==> config.mk <==
export PLATFORM = sky130hd
export DESIGN_NAME = dmcc_channel
export DESIGN_NICKNAME = d
export VERILOG_FILES = /design/src/shared/dmcc_pkg.sv /design/src/hw/dmcc_channel.sv
export SDC_FILE = /design/constraint.sdc
export NUM_CORES = 2
export LEC_CHECK = 0
export ABC_AREA = 1
export BUFFER_PORTS_ARGS = -buffer_cell sky130_fd_sc_hd__buf_2
export CORE_ASPECT_RATIO = 1.4
export CORE_UTILIZATION = 44
export DETAILED_ROUTE_END_ITERATION = 8
export SYNTH_ARGS = -nofsm -noshare
export SYNTH_HDL_FRONTEND = slang
export SYNTH_SLANG_ARGS = --single-unit
export TNS_END_PERCENT = 50
==> constraint.sdc <==
create_clock -name aclk -period 9.65 [get_ports aclk]
set_clock_uncertainty 0.2 [all_clocks]
set_input_delay 0 -clock aclk [delete_from_list [all_inputs] [get_ports aclk]]
set_output_delay 0 -clock aclk [all_outputs]
set_load 0.05 [all_outputs]
==> src/shared/dmcc_pkg.sv <==
// Constants and types shared by the DMA channel control block
package dmcc_pkg;
    localparam int ADDR_W = 8;
    localparam int DATA_W = 32;
    localparam int REG_W = 16;
    localparam int CTRL_W = 11;
    // Register byte offsets
    localparam logic [ADDR_W-1:0] OFF_CTRL = 8'h00;
    localparam logic [ADDR_W-1:0] OFF_SRC = 8'h04;
    localparam logic [ADDR_W-1:0] OFF_DST = 8'h08;
    localparam logic [ADDR_W-1:0] OFF_CNT = 8'h0C;
    localparam logic [ADDR_W-1:0] OFF_STAT = 8'h10;
    // Control register field positions
    localparam int CB_ON = 0;
    localparam int CB_SIZE = 1;
    localparam int CB_TRM = 2;
    localparam int CB_DST = 4;
    localparam int CB_SRC = 6;
    localparam int CB_SOFT = 8;
    localparam int CB_RELOAD = 9;
    localparam int CB_DUMMY = 10;
    // Status register field positions
    localparam int SB_BUSY = 0;
    localparam int SB_RLD = 1;
    localparam int SB_DONE = 2;
    localparam int SB_LVL = 8;
    // Reset values
    localparam logic [CTRL_W-1:0] CTRL_RST = 11'h000;
    localparam logic [REG_W-1:0] PTR_RST = 16'h0000;
    // Pointer step codes
    localparam logic [1:0] STEP_HOLD = 2'b00;
    localparam logic [1:0] STEP_INC = 2'b01;
    localparam logic [1:0] STEP_DEC = 2'b10;
    localparam logic [1:0] STEP_IND = 2'b11;
    // AXI responses
    localparam logic [1:0] RESP_OKAY = 2'b00;
    localparam logic [1:0] RESP_SLVERR = 2'b10;
    // Outbound write FIFO: address, data, byte flag
    localparam int FIFO_W = 2 * REG_W + 1;
    localparam int FIFO_D = 32;
    localparam int LVL_W = 6;
    typedef enum logic [3:0] {
        ST_IDLE, ST_SIND, ST_RD, ST_DIND, ST_PUSH, ST_NULL, ST_NEXT
    } dmcc_state_t;
endpackage

==> src/hw/dmcc_channel.sv <==
// DMA channel control engine with AXI4-Lite registers and outbound write FIFO
// Notes on behaviour
// - Dummy mode adds write to source location
// - Reload restores pointers and count next start
// - Soft request starts transfer, clears when done
// - Transfers per request follow transfer mode
// - Pointer modes: hold, increment, decrement, indirect
// - Mode field: one-shot, continuous, repeated variants
// - Channel enable bit gates transfer start and trigger capture
//
// The implementer's own choices: the placing of the registers and the AXI4-Lite slave port.
`timescale 1ns/1ps

module dmcc_fifo #(
    parameter int W = 33,
    parameter int D = 32
) (
    input wire logic clk,
    input wire logic rst_n,
    input wire logic s_valid,
    output logic s_ready,
    input wire logic [W-1:0] s_data,
    output logic m_valid,
    input wire logic m_ready,
    output logic [W-1:0] m_data,
    output logic [$clog2(D):0] level
);
    localparam int PW = $clog2(D);
    logic [W-1:0] mem [D];
    logic [PW-1:0] wp_q, rp_q;
    logic [PW:0] cnt_q;
    wire push = s_valid && s_ready;
    wire pop = m_valid && m_ready;

    assign s_ready = (cnt_q != D[PW:0]);
    assign m_valid = (cnt_q != '0);
    assign m_data = mem[rp_q];
    assign level = cnt_q;

    always_ff @(posedge clk) begin
        if (push) begin
            mem[wp_q] <= s_data;
        end
    end

    always_ff @(posedge clk) begin
        if (!rst_n) begin
            wp_q <= '0;
            rp_q <= '0;
            cnt_q <= '0;
        end else begin
            if (push) begin
                wp_q <= wp_q + 1'b1;
            end
            if (pop) begin
                rp_q <= rp_q + 1'b1;
            end
            cnt_q <= cnt_q + (PW+1)'(push) - (PW+1)'(pop);
        end
    end
endmodule

module dmcc_channel (
    input wire logic aclk,
    input wire logic aresetn,
    input wire logic [dmcc_pkg::ADDR_W-1:0] s_axi_awaddr,
    input wire logic s_axi_awvalid,
    output logic s_axi_awready,
    input wire logic [dmcc_pkg::DATA_W-1:0] s_axi_wdata,
    input wire logic [3:0] s_axi_wstrb,
    input wire logic s_axi_wvalid,
    output logic s_axi_wready,
    output logic [1:0] s_axi_bresp,
    output logic s_axi_bvalid,
    input wire logic s_axi_bready,
    input wire logic [dmcc_pkg::ADDR_W-1:0] s_axi_araddr,
    input wire logic s_axi_arvalid,
    output logic s_axi_arready,
    output logic [dmcc_pkg::DATA_W-1:0] s_axi_rdata,
    output logic [1:0] s_axi_rresp,
    output logic s_axi_rvalid,
    input wire logic s_axi_rready,
    input wire logic periph_trig,
    output logic rd_valid,
    input wire logic rd_ready,
    output logic [dmcc_pkg::REG_W-1:0] rd_addr,
    output logic rd_byte,
    input wire logic rd_rsp_valid,
    input wire logic [dmcc_pkg::REG_W-1:0] rd_rsp_data,
    output logic wr_valid,
    input wire logic wr_ready,
    output logic [dmcc_pkg::REG_W-1:0] wr_addr,
    output logic [dmcc_pkg::REG_W-1:0] wr_data,
    output logic wr_byte
);
    import dmcc_pkg::*;

    function automatic logic [REG_W-1:0] merge16(input logic [REG_W-1:0] old,
            input logic [REG_W-1:0] wd, input logic [1:0] strb);
        merge16 = {strb[1] ? wd[15:8] : old[15:8], strb[0] ? wd[7:0] : old[7:0]};
    endfunction

    function automatic logic [REG_W-1:0] step_ptr(input logic [REG_W-1:0] p,
            input logic [1:0] mode, input logic byte_sz);
        logic [REG_W-1:0] inc;
        inc = byte_sz ? 16'h0001 : 16'h0002;
        case (mode)
            STEP_INC: step_ptr = p + inc;
            STEP_DEC: step_ptr = p - inc;
            default: step_ptr = p;
        endcase
    endfunction

    dmcc_state_t state_q, state_d;
    logic [CTRL_W-1:0] ctrl_q;
    logic [REG_W-1:0] src_q, dst_q, cnt_q, src_sav_q, dst_sav_q, cnt_sav_q;
    logic [REG_W-1:0] eff_src_q, eff_dst_q, data_q;
    logic rld_pend_q, trig_pend_q, done_q, rd_wait_q;
    logic awready_q, wready_q, bvalid_q, arready_q, rvalid_q;
    logic aw_full_q, w_full_q;
    logic [ADDR_W-1:0] aw_addr_q;
    logic [REG_W-1:0] w_data_q;
    logic [1:0] w_strb_q, bresp_q, rresp_q;
    logic [DATA_W-1:0] rdata_q;
    logic rd_valid_q, rd_byte_q, wr_valid_q, wr_byte_q;
    logic [REG_W-1:0] rd_addr_q, wr_addr_q, wr_data_q;
    logic fifo_s_ready, fifo_m_valid;
    logic [FIFO_W-1:0] fifo_m_data;
    logic [LVL_W-1:0] fifo_lvl;

    // Control field decode
    wire ch_on = ctrl_q[CB_ON];
    wire sz_byte = ctrl_q[CB_SIZE];
    wire [1:0] trm = ctrl_q[CB_TRM +: 2];
    wire [1:0] dmode = ctrl_q[CB_DST +: 2];
    wire [1:0] smode = ctrl_q[CB_SRC +: 2];
    wire continuous = trm[1];
    wire repeated = trm[0];

    // Register write decode
    wire wr_exec = aw_full_q && w_full_q && !bvalid_q;
    wire ws_ctrl = wr_exec && (aw_addr_q == OFF_CTRL);
    wire ws_src = wr_exec && (aw_addr_q == OFF_SRC);
    wire ws_dst = wr_exec && (aw_addr_q == OFF_DST);
    wire ws_cnt = wr_exec && (aw_addr_q == OFF_CNT);
    wire ws_stat = wr_exec && (aw_addr_q == OFF_STAT);
    wire wr_hit = ws_ctrl || ws_src || ws_dst || ws_cnt || ws_stat;
    wire [REG_W-1:0] ctrl_wr = merge16({5'h00, ctrl_q}, w_data_q, w_strb_q);
    wire [REG_W-1:0] src_wr = merge16(src_q, w_data_q, w_strb_q);
    wire [REG_W-1:0] dst_wr = merge16(dst_q, w_data_q, w_strb_q);
    wire [REG_W-1:0] cnt_wr = merge16(cnt_q, w_data_q, w_strb_q);

    // Engine events
    wire pending = ctrl_q[CB_SOFT] || trig_pend_q;
    wire start = (state_q == ST_IDLE) && ch_on && pending
        && ((cnt_q != '0) || rld_pend_q);
    wire restore = start && rld_pend_q;
    wire elem_done = (state_q == ST_NEXT);
    wire last = (cnt_q == 16'h0001);
    wire blk_end = elem_done && last;
    wire soft_clr = elem_done && (!continuous || last);
    wire on_clr = blk_end && !repeated;
    wire [REG_W-1:0] cur_src = restore ? src_sav_q : src_q;
    wire [REG_W-1:0] cur_dst = restore ? dst_sav_q : dst_q;
    wire [REG_W-1:0] src_nx = step_ptr(src_q, smode, sz_byte);
    wire [REG_W-1:0] dst_nx = step_ptr(dst_q, dmode, sz_byte);
    wire rsp_ok = rd_wait_q && rd_rsp_valid;

    // Next control value; software write in the same cycle beats hardware clear
    wire [CTRL_W-1:0] ctrl_base = ws_ctrl ? ctrl_wr[CTRL_W-1:0] : ctrl_q;
    wire soft_d = ws_ctrl ? ctrl_wr[CB_SOFT] : (ctrl_q[CB_SOFT] && !soft_clr);
    wire on_d = ws_ctrl ? ctrl_wr[CB_ON] : (ch_on && !on_clr);
    wire [CTRL_W-1:0] ctrl_d = {ctrl_base[CB_DUMMY:CB_RELOAD], soft_d,
        ctrl_base[CB_SRC+1:CB_SIZE], on_d};

    wire [REG_W-1:0] src_d = ws_src ? src_wr : (restore ? src_sav_q
        : (elem_done ? src_nx : src_q));
    wire [REG_W-1:0] dst_d = ws_dst ? dst_wr : (restore ? dst_sav_q
        : (elem_done ? dst_nx : dst_q));
    wire [REG_W-1:0] cnt_d = ws_cnt ? cnt_wr : (restore ? cnt_sav_q
        : (elem_done ? cnt_q - 16'h0001 : cnt_q));
    wire rld_d = blk_end ? (ctrl_q[CB_RELOAD] || repeated) : (rld_pend_q && !restore);
    wire done_d = blk_end || (done_q && !(ws_stat && w_strb_q[0] && w_data_q[SB_DONE]));

    // Memory read and FIFO push selection
    wire rd_issue = ((state_q == ST_SIND) || (state_q == ST_RD) || (state_q == ST_DIND))
        && !rd_valid_q && !rd_wait_q;
    wire [REG_W-1:0] rd_addr_d = (state_q == ST_SIND) ? src_q
        : ((state_q == ST_DIND) ? dst_q : eff_src_q);
    wire fifo_s_valid = (state_q == ST_PUSH) || (state_q == ST_NULL);
    wire push_ok = fifo_s_valid && fifo_s_ready;
    wire [FIFO_W-1:0] fifo_s_data = (state_q == ST_NULL)
        ? {eff_src_q, data_q, sz_byte} : {eff_dst_q, data_q, sz_byte};
    wire fifo_m_ready = !wr_valid_q || wr_ready;
    wire [ADDR_W-1:0] ar_take_addr = s_axi_araddr;
    wire [REG_W-1:0] stat_rd = {2'b00, fifo_lvl, 5'h00, done_q, rld_pend_q,
        (state_q != ST_IDLE)};
    wire [REG_W-1:0] reg_rd = (ar_take_addr == OFF_CTRL) ? {5'h00, ctrl_q}
        : (ar_take_addr == OFF_SRC) ? src_q : (ar_take_addr == OFF_DST) ? dst_q
        : (ar_take_addr == OFF_CNT) ? cnt_q : stat_rd;
    wire rd_hit = (ar_take_addr == OFF_CTRL) || (ar_take_addr == OFF_SRC)
        || (ar_take_addr == OFF_DST) || (ar_take_addr == OFF_CNT)
        || (ar_take_addr == OFF_STAT);

    always_comb begin
        state_d = state_q;
        case (state_q)
            ST_IDLE: if (start) state_d = (smode == STEP_IND) ? ST_SIND : ST_RD;
            ST_SIND: if (rsp_ok) state_d = ST_RD;
            ST_RD: if (rsp_ok) state_d = (dmode == STEP_IND) ? ST_DIND : ST_PUSH;
            ST_DIND: if (rsp_ok) state_d = ST_PUSH;
            ST_PUSH: if (push_ok) state_d = ctrl_q[CB_DUMMY] ? ST_NULL : ST_NEXT;
            ST_NULL: if (push_ok) state_d = ST_NEXT;
            ST_NEXT: begin
                if (continuous && !last) begin
                    state_d = (smode == STEP_IND) ? ST_SIND : ST_RD;
                end else begin
                    state_d = ST_IDLE;
                end
            end
            default: state_d = ST_IDLE;
        endcase
    end

    dmcc_fifo #(
        .W(FIFO_W),
        .D(FIFO_D)
    ) u_fifo (
        .clk(aclk),
        .rst_n(aresetn),
        .s_valid(fifo_s_valid),
        .s_ready(fifo_s_ready),
        .s_data(fifo_s_data),
        .m_valid(fifo_m_valid),
        .m_ready(fifo_m_ready),
        .m_data(fifo_m_data),
        .level(fifo_lvl)
    );

    // Channel registers and engine
    always_ff @(posedge aclk) begin
        if (!aresetn) begin
            state_q <= ST_IDLE;
            ctrl_q <= CTRL_RST;
            src_q <= PTR_RST;
            dst_q <= PTR_RST;
            cnt_q <= PTR_RST;
            rld_pend_q <= 1'b0;
            trig_pend_q <= 1'b0;
            done_q <= 1'b0;
        end else begin
            state_q <= state_d;
            ctrl_q <= ctrl_d;
            src_q <= src_d;
            dst_q <= dst_d;
            cnt_q <= cnt_d;
            rld_pend_q <= rld_d;
            trig_pend_q <= (periph_trig && ch_on) || (trig_pend_q && !start);
            done_q <= done_d;
        end
    end

    // Saved values for reload
    always_ff @(posedge aclk) begin
        if (!aresetn) begin
            src_sav_q <= PTR_RST;
            dst_sav_q <= PTR_RST;
            cnt_sav_q <= PTR_RST;
        end else begin
            src_sav_q <= ws_src ? src_wr : src_sav_q;
            dst_sav_q <= ws_dst ? dst_wr : dst_sav_q;
            cnt_sav_q <= ws_cnt ? cnt_wr : cnt_sav_q;
        end
    end

    // Effective addresses and data of the element in flight
    always_ff @(posedge aclk) begin
        if (!aresetn) begin
            eff_src_q <= PTR_RST;
            eff_dst_q <= PTR_RST;
            data_q <= PTR_RST;
        end else begin
            if (start || elem_done) begin
                eff_src_q <= start ? cur_src : src_nx;
                eff_dst_q <= start ? cur_dst : dst_nx;
            end else if (rsp_ok && (state_q == ST_SIND)) begin
                eff_src_q <= rd_rsp_data;
            end else if (rsp_ok && (state_q == ST_DIND)) begin
                eff_dst_q <= rd_rsp_data;
            end
            if (rsp_ok && (state_q == ST_RD)) begin
                data_q <= rd_rsp_data;
            end
        end
    end

    // Read request port
    always_ff @(posedge aclk) begin
        if (!aresetn) begin
            rd_valid_q <= 1'b0;
            rd_wait_q <= 1'b0;
            rd_addr_q <= PTR_RST;
            rd_byte_q <= 1'b0;
        end else begin
            if (rd_issue) begin
                rd_valid_q <= 1'b1;
                rd_addr_q <= rd_addr_d;
                rd_byte_q <= (state_q == ST_RD) && sz_byte;
            end else if (rd_valid_q && rd_ready) begin
                rd_valid_q <= 1'b0;
                rd_wait_q <= 1'b1;
            end else if (rsp_ok) begin
                rd_wait_q <= 1'b0;
            end
        end
    end

    // Write output stage after the FIFO
    always_ff @(posedge aclk) begin
        if (!aresetn) begin
            wr_valid_q <= 1'b0;
            wr_addr_q <= PTR_RST;
            wr_data_q <= PTR_RST;
            wr_byte_q <= 1'b0;
        end else if (fifo_m_ready) begin
            wr_valid_q <= fifo_m_valid;
            {wr_addr_q, wr_data_q, wr_byte_q} <= fifo_m_data;
        end
    end

    // AXI4-Lite write channel
    always_ff @(posedge aclk) begin
        if (!aresetn) begin
            awready_q <= 1'b1;
            wready_q <= 1'b1;
            aw_full_q <= 1'b0;
            w_full_q <= 1'b0;
            aw_addr_q <= '0;
            w_data_q <= '0;
            w_strb_q <= '0;
            bvalid_q <= 1'b0;
            bresp_q <= RESP_OKAY;
        end else begin
            if (s_axi_awvalid && awready_q) begin
                awready_q <= 1'b0;
                aw_full_q <= 1'b1;
                aw_addr_q <= s_axi_awaddr;
            end
            if (s_axi_wvalid && wready_q) begin
                wready_q <= 1'b0;
                w_full_q <= 1'b1;
                w_data_q <= s_axi_wdata[REG_W-1:0];
                w_strb_q <= s_axi_wstrb[1:0];
            end
            if (wr_exec) begin
                aw_full_q <= 1'b0;
                w_full_q <= 1'b0;
                bvalid_q <= 1'b1;
                bresp_q <= wr_hit ? RESP_OKAY : RESP_SLVERR;
            end else if (bvalid_q && s_axi_bready) begin
                bvalid_q <= 1'b0;
                awready_q <= 1'b1;
                wready_q <= 1'b1;
            end
        end
    end

    // AXI4-Lite read channel
    always_ff @(posedge aclk) begin
        if (!aresetn) begin
            arready_q <= 1'b1;
            rvalid_q <= 1'b0;
            rdata_q <= '0;
            rresp_q <= RESP_OKAY;
        end else if (s_axi_arvalid && arready_q) begin
            arready_q <= 1'b0;
            rvalid_q <= 1'b1;
            rdata_q <= rd_hit ? {16'h0000, reg_rd} : 32'h0000_0000;
            rresp_q <= rd_hit ? RESP_OKAY : RESP_SLVERR;
        end else if (rvalid_q && s_axi_rready) begin
            rvalid_q <= 1'b0;
            arready_q <= 1'b1;
        end
    end

    assign s_axi_awready = awready_q;
    assign s_axi_wready = wready_q;
    assign s_axi_bvalid = bvalid_q;
    assign s_axi_bresp = bresp_q;
    assign s_axi_arready = arready_q;
    assign s_axi_rvalid = rvalid_q;
    assign s_axi_rdata = rdata_q;
    assign s_axi_rresp = rresp_q;
    assign rd_valid = rd_valid_q;
    assign rd_addr = rd_addr_q;
    assign rd_byte = rd_byte_q;
    assign wr_valid = wr_valid_q;
    assign wr_addr = wr_addr_q;
    assign wr_data = wr_data_q;
    assign wr_byte = wr_byte_q;
endmodule

; ---- Word-level counts from Yosys, hierarchy flattened
; Memories as Yosys holds them, arrays and structs flattened. A register that Yosys moved wholly into a read port is not among the register bits.
; Index checks and enable logic that the tools add are counted.
[word_totals]
register_bits = 267
latchBits = 0
ram_bits = 1056
romBits = 0
in_bits = 79
output_inout_bits = 93
elab_cells = 243
n_memories = 1
[mem_list]
columns = name, words, word_bits, rd, rd_clocked_by_memory_dff, write_ports, line_no
row1 = u_fifo.mem, 32, 33, 1, 1, 1, dmcc_channel.sv:29  ; logic [W-1:0] mem [D];
[op_classes]
addsub = 9
multipliers = 0
div = 0
order_cmp = 0
eq_ne = 31
shift = 0
n_mux = 71
bitwise = 2
n_reduce_logical = 91
[ops]
columns = operator, n
row1 = $mux 16, 25
row2 = $pmux 16 s2, 2
row3 = $mux 8, 6
row4 = $logic_and 1x1->1, 38
row5 = $mux 33, 1
row6 = $eq 8x4->1 const B, 4
row7 = $pmux 4 s7, 1
row8 = $mux 4, 6
row9 = $mux 1, 23
row10 = $logic_or 1x1->1, 19
row11 = $add 16x16->16, 1
row12 = $add 16x2->16, 1
row13 = $eq 16x1->1 const B, 1
row14 = $eq 8x3->1 const B, 2
row15 = $eq 8x5->1 const B, 2
row16 = $logic_not 8->1, 2
row17 = $reduce_bool 16->1, 1
row18 = $sub 16x1->16 const B, 1
row19 = $sub 16x16->16, 1
row20 = $sub 16x2->16, 1
row21 = $ne 2x2->1 const B, 7
row22 = $logic_not 1->1, 13
row23 = $eq 4x3->1 const B, 3
row24 = $mux 2, 6
row25 = other kinds (19), 37

; ---- Longest topological paths before layout
[logic_depth]
depth_word = 8
mapped_depth = 21
mapped_depth_nobuf = 19

; ---- Cells and area by module
; Synthesis repeated with hierarchy kept, for this count alone.
[hier_totals]
hier_cells = 6077
area_unflattened_um2 = 59205.5
[by_module_without_submodules]
columns = mod, n_inst, cells_each, area_each_um2, seq_area_each_um2
row1 = dmcc_fifo, 1, 3730, 44022.2, 32130.8
row2 = dmcc_channel, 1, 2347, 15183.3, 5305.1

; ---- Worst setup path before layout
; No wires, ideal clock.
[synth_timing]
kind = reg2reg
start = register state_q[0]
end = memory u_fifo.mem[31][0] (enable)
t_arrival_ps = 3530
t_required_ps = 8981
setup_slack_ps = 5451
path_stages_with_launch = 11
n_path_buf = 0
cell_sequence = dfxtp_1 > inv_2 > nor2_1 > inv_2 > nor2_4 > inv_2 > nand2_1 > nand2_1 > inv_2 > nand2_1 > nor3_1
[synth_between]
elab_chain_len = 5
[synth_lines]
columns = item, line_no
row1 = "start, declared", dmcc_channel.sv:114  ; dmcc_state_t state_q, state_d;
row2 = "start signal, assigned", dmcc_channel.sv:252  ; state_q <= state_d;
row3 = $eq 4x3->1, dmcc_channel.sv:190  ; wire fifo_s_valid = (state_q == ST_PUSH) || (state_q == ST_NULL);
row4 = $logic_or 1x1->1 *, dmcc_channel.sv:190
row5 = $logic_and 1x1->1 *, -
row6 = named net push_ok, dmcc_channel.sv:191  ; wire push_ok = fifo_s_valid && fifo_s_ready;
row7 = $mux 1 *, dmcc_channel.sv:41  ; if (push) begin
row8 = $mux 1 (not written as such) *, dmcc_channel.sv:42  ; mem[wp_q] <= s_data;
row9 = "end, declared", dmcc_channel.sv:29
; Mark *: on every way through the listed nets, which the timed path passes. The rest lies on a longest branch.

; ---- Final worst setup path
[layout_timing]
start = register state_q[0]
end = memory u_fifo.mem[12][8] (enable)
; Same word-level chain as after synthesis.

==> flow_summary.html <==
<table>
<tr><th>Metric</th><th>Value</th></tr>
<tr><th colspan="2">CTS</th></tr>
<tr><td>Clock-pin slew of the registers on the worst-case setup and hold paths</td><td>0.07 ns</td></tr>
<tr><td>Buffers from clock root to sink, at most</td><td>3</td></tr>
<tr><td>CTS Buf Count</td><td>130</td></tr>
<tr><td>Clock latency on the worst-skew pair</td><td>0.77 ns</td></tr>
<tr><td>Maximum level of the CTS H-tree</td><td>4</td></tr>
<tr><td>Cell at the root of the clock tree</td><td>clkbuf_16</td></tr>
<tr><td>Clock tree from TritonCTS</td><td>yes</td></tr>
<tr><td>Total clock sinks</td><td>1337</td></tr>
<tr><td>Number of post-CTS setup repair buffers</td><td>0</td></tr>
<tr><th colspan="2">Place</th></tr>
<tr><td>Half-perimeter wire length after detailed placement</td><td>107000 um</td></tr>
<tr><td>Global placer's final weighted congestion</td><td>0.983</td></tr>
<tr><td>Number of I/O port buffers</td><td>135</td></tr>
<tr><th colspan="2">Logic synthesis</th></tr>
<tr><td>Number of enable flip-flop cells after synthesis</td><td>1056</td></tr>
<tr><td>Number of synthesized register bits</td><td>1337</td></tr>
<tr><td>Number of distinct standard cells referenced by the synthesized netlist</td><td>49</td></tr>
<tr><td>Instance count of the mapped netlist</td><td>5473</td></tr>
<tr><td>Synth Cell Area</td><td>56900 um^2</td></tr>
<tr><td>Async set or reset register ratio after synthesis</td><td>0</td></tr>
<tr><td>Most used flip-flop cell after synthesis</td><td>edfxtp_1</td></tr>
<tr><td>Sequential element share of the synthesized area</td><td>0.657</td></tr>
<tr><td>Post-synthesis area per instance</td><td>10.4 um^2</td></tr>
<tr><td>Synthesis Warnings</td><td>0</td></tr>
<tr><th colspan="2">Hold path</th></tr>
<tr><td>Source of the worst hold timing path</td><td>aresetn</td></tr>
<tr><td>Type of the most critical hold path</td><td>input port to register</td></tr>
<tr><th colspan="2">Detailed routing</th></tr>
<tr><td>Residual antenna-violating net count after detailed routing</td><td>0</td></tr>
<tr><td>Iteration-0 DRC count of the detailed router</td><td>3856</td></tr>
<tr><td>Final wirelength</td><td>181000 um</td></tr>
<tr><td>Number of vias per cell</td><td>5.79</td></tr>
<tr><td>Average routed wire per standard cell</td><td>24.6 um</td></tr>
<tr><td>Residual DRC</td><td>0</td></tr>
<tr><td>Via count</td><td>42700</td></tr>
<tr><td>1st-pass router iterations</td><td>5</td></tr>
<tr><th colspan="2">Finish</th></tr>
<tr><td>Area growth from synthesis to final layout</td><td>13.8%</td></tr>
<tr><td>Number of nets in the finished design</td><td>5735</td></tr>
<tr><td>Leading cell type in the layout, fill and taps excluded</td><td>edfxtp_1</td></tr>
<tr><td>Most frequent cells in the layout</td><td>edfxtp_1 (1056), nand2_1 (824), o21ai_0 (786)</td></tr>
<tr><td>Layout cell share with drive strength beyond 1</td><td>0.0861</td></tr>
<tr><th colspan="2">GRT</th></tr>
<tr><td>Overall track demand over capacity in global routing</td><td>0.276</td></tr>
<tr><td>First-pass GRT wire length</td><td>266000 um</td></tr>
<tr><td>Maximum number of pins on one net before global-route repair</td><td>216</td></tr>
<tr><td>Number of antenna violations at the first check in global routing</td><td>0</td></tr>
<tr><td>Grt ovf</td><td>0</td></tr>
<tr><td>Number of global-route vias before repair</td><td>40800</td></tr>
<tr><th colspan="2">STA</th></tr>
<tr><td>Number of failing setup endpoints in the final timing report</td><td>0</td></tr>
<tr><td>Hold Vio Cnt, Final</td><td>0</td></tr>
<tr><td>Setup repair after global routing missed its margin</td><td>false</td></tr>
<tr><td>Final critical-path required period</td><td>4.39 ns</td></tr>
<tr><td>Least-Margin Pin Slew</td><td>1.23 ns</td></tr>
<tr><td>Share of the cycle needed by the critical path after routing</td><td>0.454</td></tr>
<tr><td>Total Negative Setup Slacks</td><td>0 ns</td></tr>
<tr><td>Max Clk Rate</td><td>0.228 GHz</td></tr>
<tr><td>Final number of max-transition violations</td><td>0</td></tr>
<tr><td>Worst relative slew slack</td><td>0.182</td></tr>
<tr><td>Final worst hold slack</td><td>0.0678 ns</td></tr>
<tr><th colspan="2">Setup path</th></tr>
<tr><td>Slowest stage cell, crit path</td><td>nor2_4</td></tr>
<tr><td>Crit Path Class</td><td>register to register</td></tr>
<tr><td>Cell Chain, Critical Path</td><td>inv_2 &gt; nor2_1 &gt; inv_2 &gt; nor2_4 &gt; inv_2 &gt; nand2_1 &gt; nand2_1 &gt; inv_2 &gt; nand2_1 &gt; nor2_4 &gt; buf_4</td></tr>
<tr><td>Maximum cell stage delay along the critical path</td><td>0.99 ns</td></tr>
<tr><td>WP data required</td><td>9.86 ns</td></tr>
<tr><td>Startpoint kind of the worst setup timing path</td><td>register</td></tr>
<tr><td>Register-to-Register Setup Slack</td><td>5.26 ns</td></tr>
<tr><td>Most used cell, CP</td><td>inv_2</td></tr>
<tr><td>Critical path launch point</td><td>state_q[0]</td></tr>
<tr><td>Startpoint of the most critical register-to-register path</td><td>state_q[0]</td></tr>
<tr><td>Setup crit end kind</td><td>register</td></tr>
<tr><td>Crit path max fanout</td><td>19</td></tr>
<tr><td>Data arrival, critical path</td><td>4.59 ns</td></tr>
<tr><th colspan="2">Outcome</th></tr>
<tr><td>Run status</td><td>finished, final reports clean</td></tr>
<tr><th colspan="2">Pwr</th></tr>
<tr><td>Power share of the combinational group</td><td>0.202</td></tr>
<tr><td>Net switching component of the power</td><td>4.41 mW</td></tr>
<tr><td>Peak supply drop</td><td>0.185 mV</td></tr>
<tr><td>Part of the power in the clock network</td><td>0.353</td></tr>
<tr><td>Power per standard cell area</td><td>220 nW/um^2</td></tr>
<tr><td>Switching part of the total</td><td>0.309</td></tr>
<tr><td>Internal cell power</td><td>9.84 mW</td></tr>
<tr><td>Sequential share of power</td><td>0.446</td></tr>
<tr><td>Static power due to leakage</td><td>22.4 nW</td></tr>
<tr><th colspan="2">Die</th></tr>
<tr><td>DIE AREA</td><td>131000 um^2</td></tr>
<tr><td>Core Region</td><td>128000 um^2</td></tr>
<tr><td>Die height</td><td>427 um</td></tr>
<tr><td>Number of standard-cell rows in the floorplan</td><td>155</td></tr>
<tr><td>Boundary pin count</td><td>172</td></tr>
<tr><td>Effective utilization at floorplan</td><td>0.445</td></tr>
<tr><td>Die span in x</td><td>306 um</td></tr>
<tr><th colspan="2">Flow run</th></tr>
<tr><td>Max-capacitance violation count</td><td>0</td></tr>
</table>
[layer usage]
| metal | part of all wire | track usage |
|---|---|---|
| met4 | 0.058 | 0.155 |
| met2 | 0.51 | 0.484 |
| met3 | 0.054 | 0.0351 |
| met1 | 0.38 | 0.327 |
| met5 | 0 | 0 |
[worst paths after layout]
path	endpoint	cells past startpoint
worst max-delay path	u_fifo.mem[12][8]	11
worst min register to register	s_axi_rdata[14]	2
worst min-delay path	u_fifo.level[1]	4
worst max register to register	u_fifo.mem[12][8]	11
[Yosys cell counts, types with 3 or more instances]
cell type / number / area (um^2)
edfxtp_1: 1056 / 31700
nand2_1: 826 / 3100
o21ai_0: 786 / 3930
nor2_1: 753 / 2830
a21oi_1: 284 / 1420
dfxtp_1: 281 / 5630
inv_1: 259 / 972
clkbuf_1: 237 / 890
nand3_1: 211 / 1060
o22ai_1: 183 / 1140
o221ai_1: 103 / 902
buf_2: 83 / 415
o21ai_1: 75 / 375
o211ai_1: 69 / 518
nand4_1: 42 / 263
buf_4: 37 / 278
a31oi_1: 30 / 188
ha_1: 26 / 325
inv_2: 19 / 71.3
buf_1: 16 / 60.1
nor3_1: 13 / 65.1
nor2_2: 9 / 56.3
nand2_2: 8 / 50.1
xor2_1: 7 / 61.3
a21boi_1: 6 / 45.0
xnor2_1: 6 / 52.6
a32o_1: 5 / 50.1
a32oi_1: 4 / 35.0
nor2_4: 4 / 45.0
and2_1: 3 / 18.8
fa_1: 3 / 60.1
or2_2: 3 / 18.8
[cell families after synthesis]
family	after synthesis	share of synthesized area
AO/OA/AOI/OAI	1558	0.154
XOR/XNOR	13	0.00200
adder cells (fa/ha/maj)	29	0.00678
buffers and inverters	656	0.0479
flip-flops	1337	0.657
other	1	0.0000660
AND/OR/NAND/NOR	1879	0.133
[registers in the layout (all words and copies together) (netlist names), 6 cells and up]
name / cells
src_sav_q: 16
ctrl_q: 11
eff_dst_q: 16
data_q: 16
dst_sav_q: 16
wr_addr: 16
u_fifo.level: 6
u_fifo.mem: 1056
aw_addr_q: 8
s_axi_rdata: 16
eff_src_q: 16
rd_addr: 16
cnt_q: 16
src_q: 16
cnt_sav_q: 16
wr_data: 16
dst_q: 16
w_data_q: 16
[worst max-delay path: cells and delay by family, from the launching register on]
kind | cells | cell delay [ns]
and+or+nand+nor | 6 | 2.28
DFF | 1 | 0.42
buffers and inverters | 5 | 1.11
[area by class of cell]
class                   instances  area [um^2]
clock buffers                 169         3500
diodes                          1         2.50
flip-flops and latches       1337        37300
fillers                     11200        63100
repair buffers                380         2950
inverters                     281         1070
multi-input cells            3497        17100
well taps                    1648         2060
clock inverters                63          642
[power by group through the flow]
| stage | clock network [mW] | registers (mW) | logic [mW] |
|---|---|---|---|
| final | 5.03 | 6.35 | 2.87 |
| after global routing | 5.32 | 6.36 | 3.15 |
| after CTS | 5.11 | 6.35 | 2.87 |
| after detailed placement | 0 | 6.47 | 2.81 |
| after global placement | 0 | 6.47 | 2.77 |
| after floorplan | 0 | 6.64 | 1.76 |
[through the flow]
stage	utilization	std cells	worst slack, ns	cell area (um^2)	power, mW
floorplan	-	5490	5.45	56900	8.40
global placement	0.461	6980	5.23	58900	9.24
detailed placement	0.461	6980	5.18	58900	9.29
CTS	0.506	7375	5.17	64700	14.3
global route	0.506	7375	5.02	64700	14.8
finish	0.506	7376	5.26	64700	14.3
[timing repair]
| action | 4_1_cts | 5_1_grt |
|---|---|---|
| hold endpoints to repair | 213 | 0 |
| hold buffers | 163 | 0 |
| resized for setup | 0 | 0 |
Note: power is estimated with default switching activity, not from simulation.
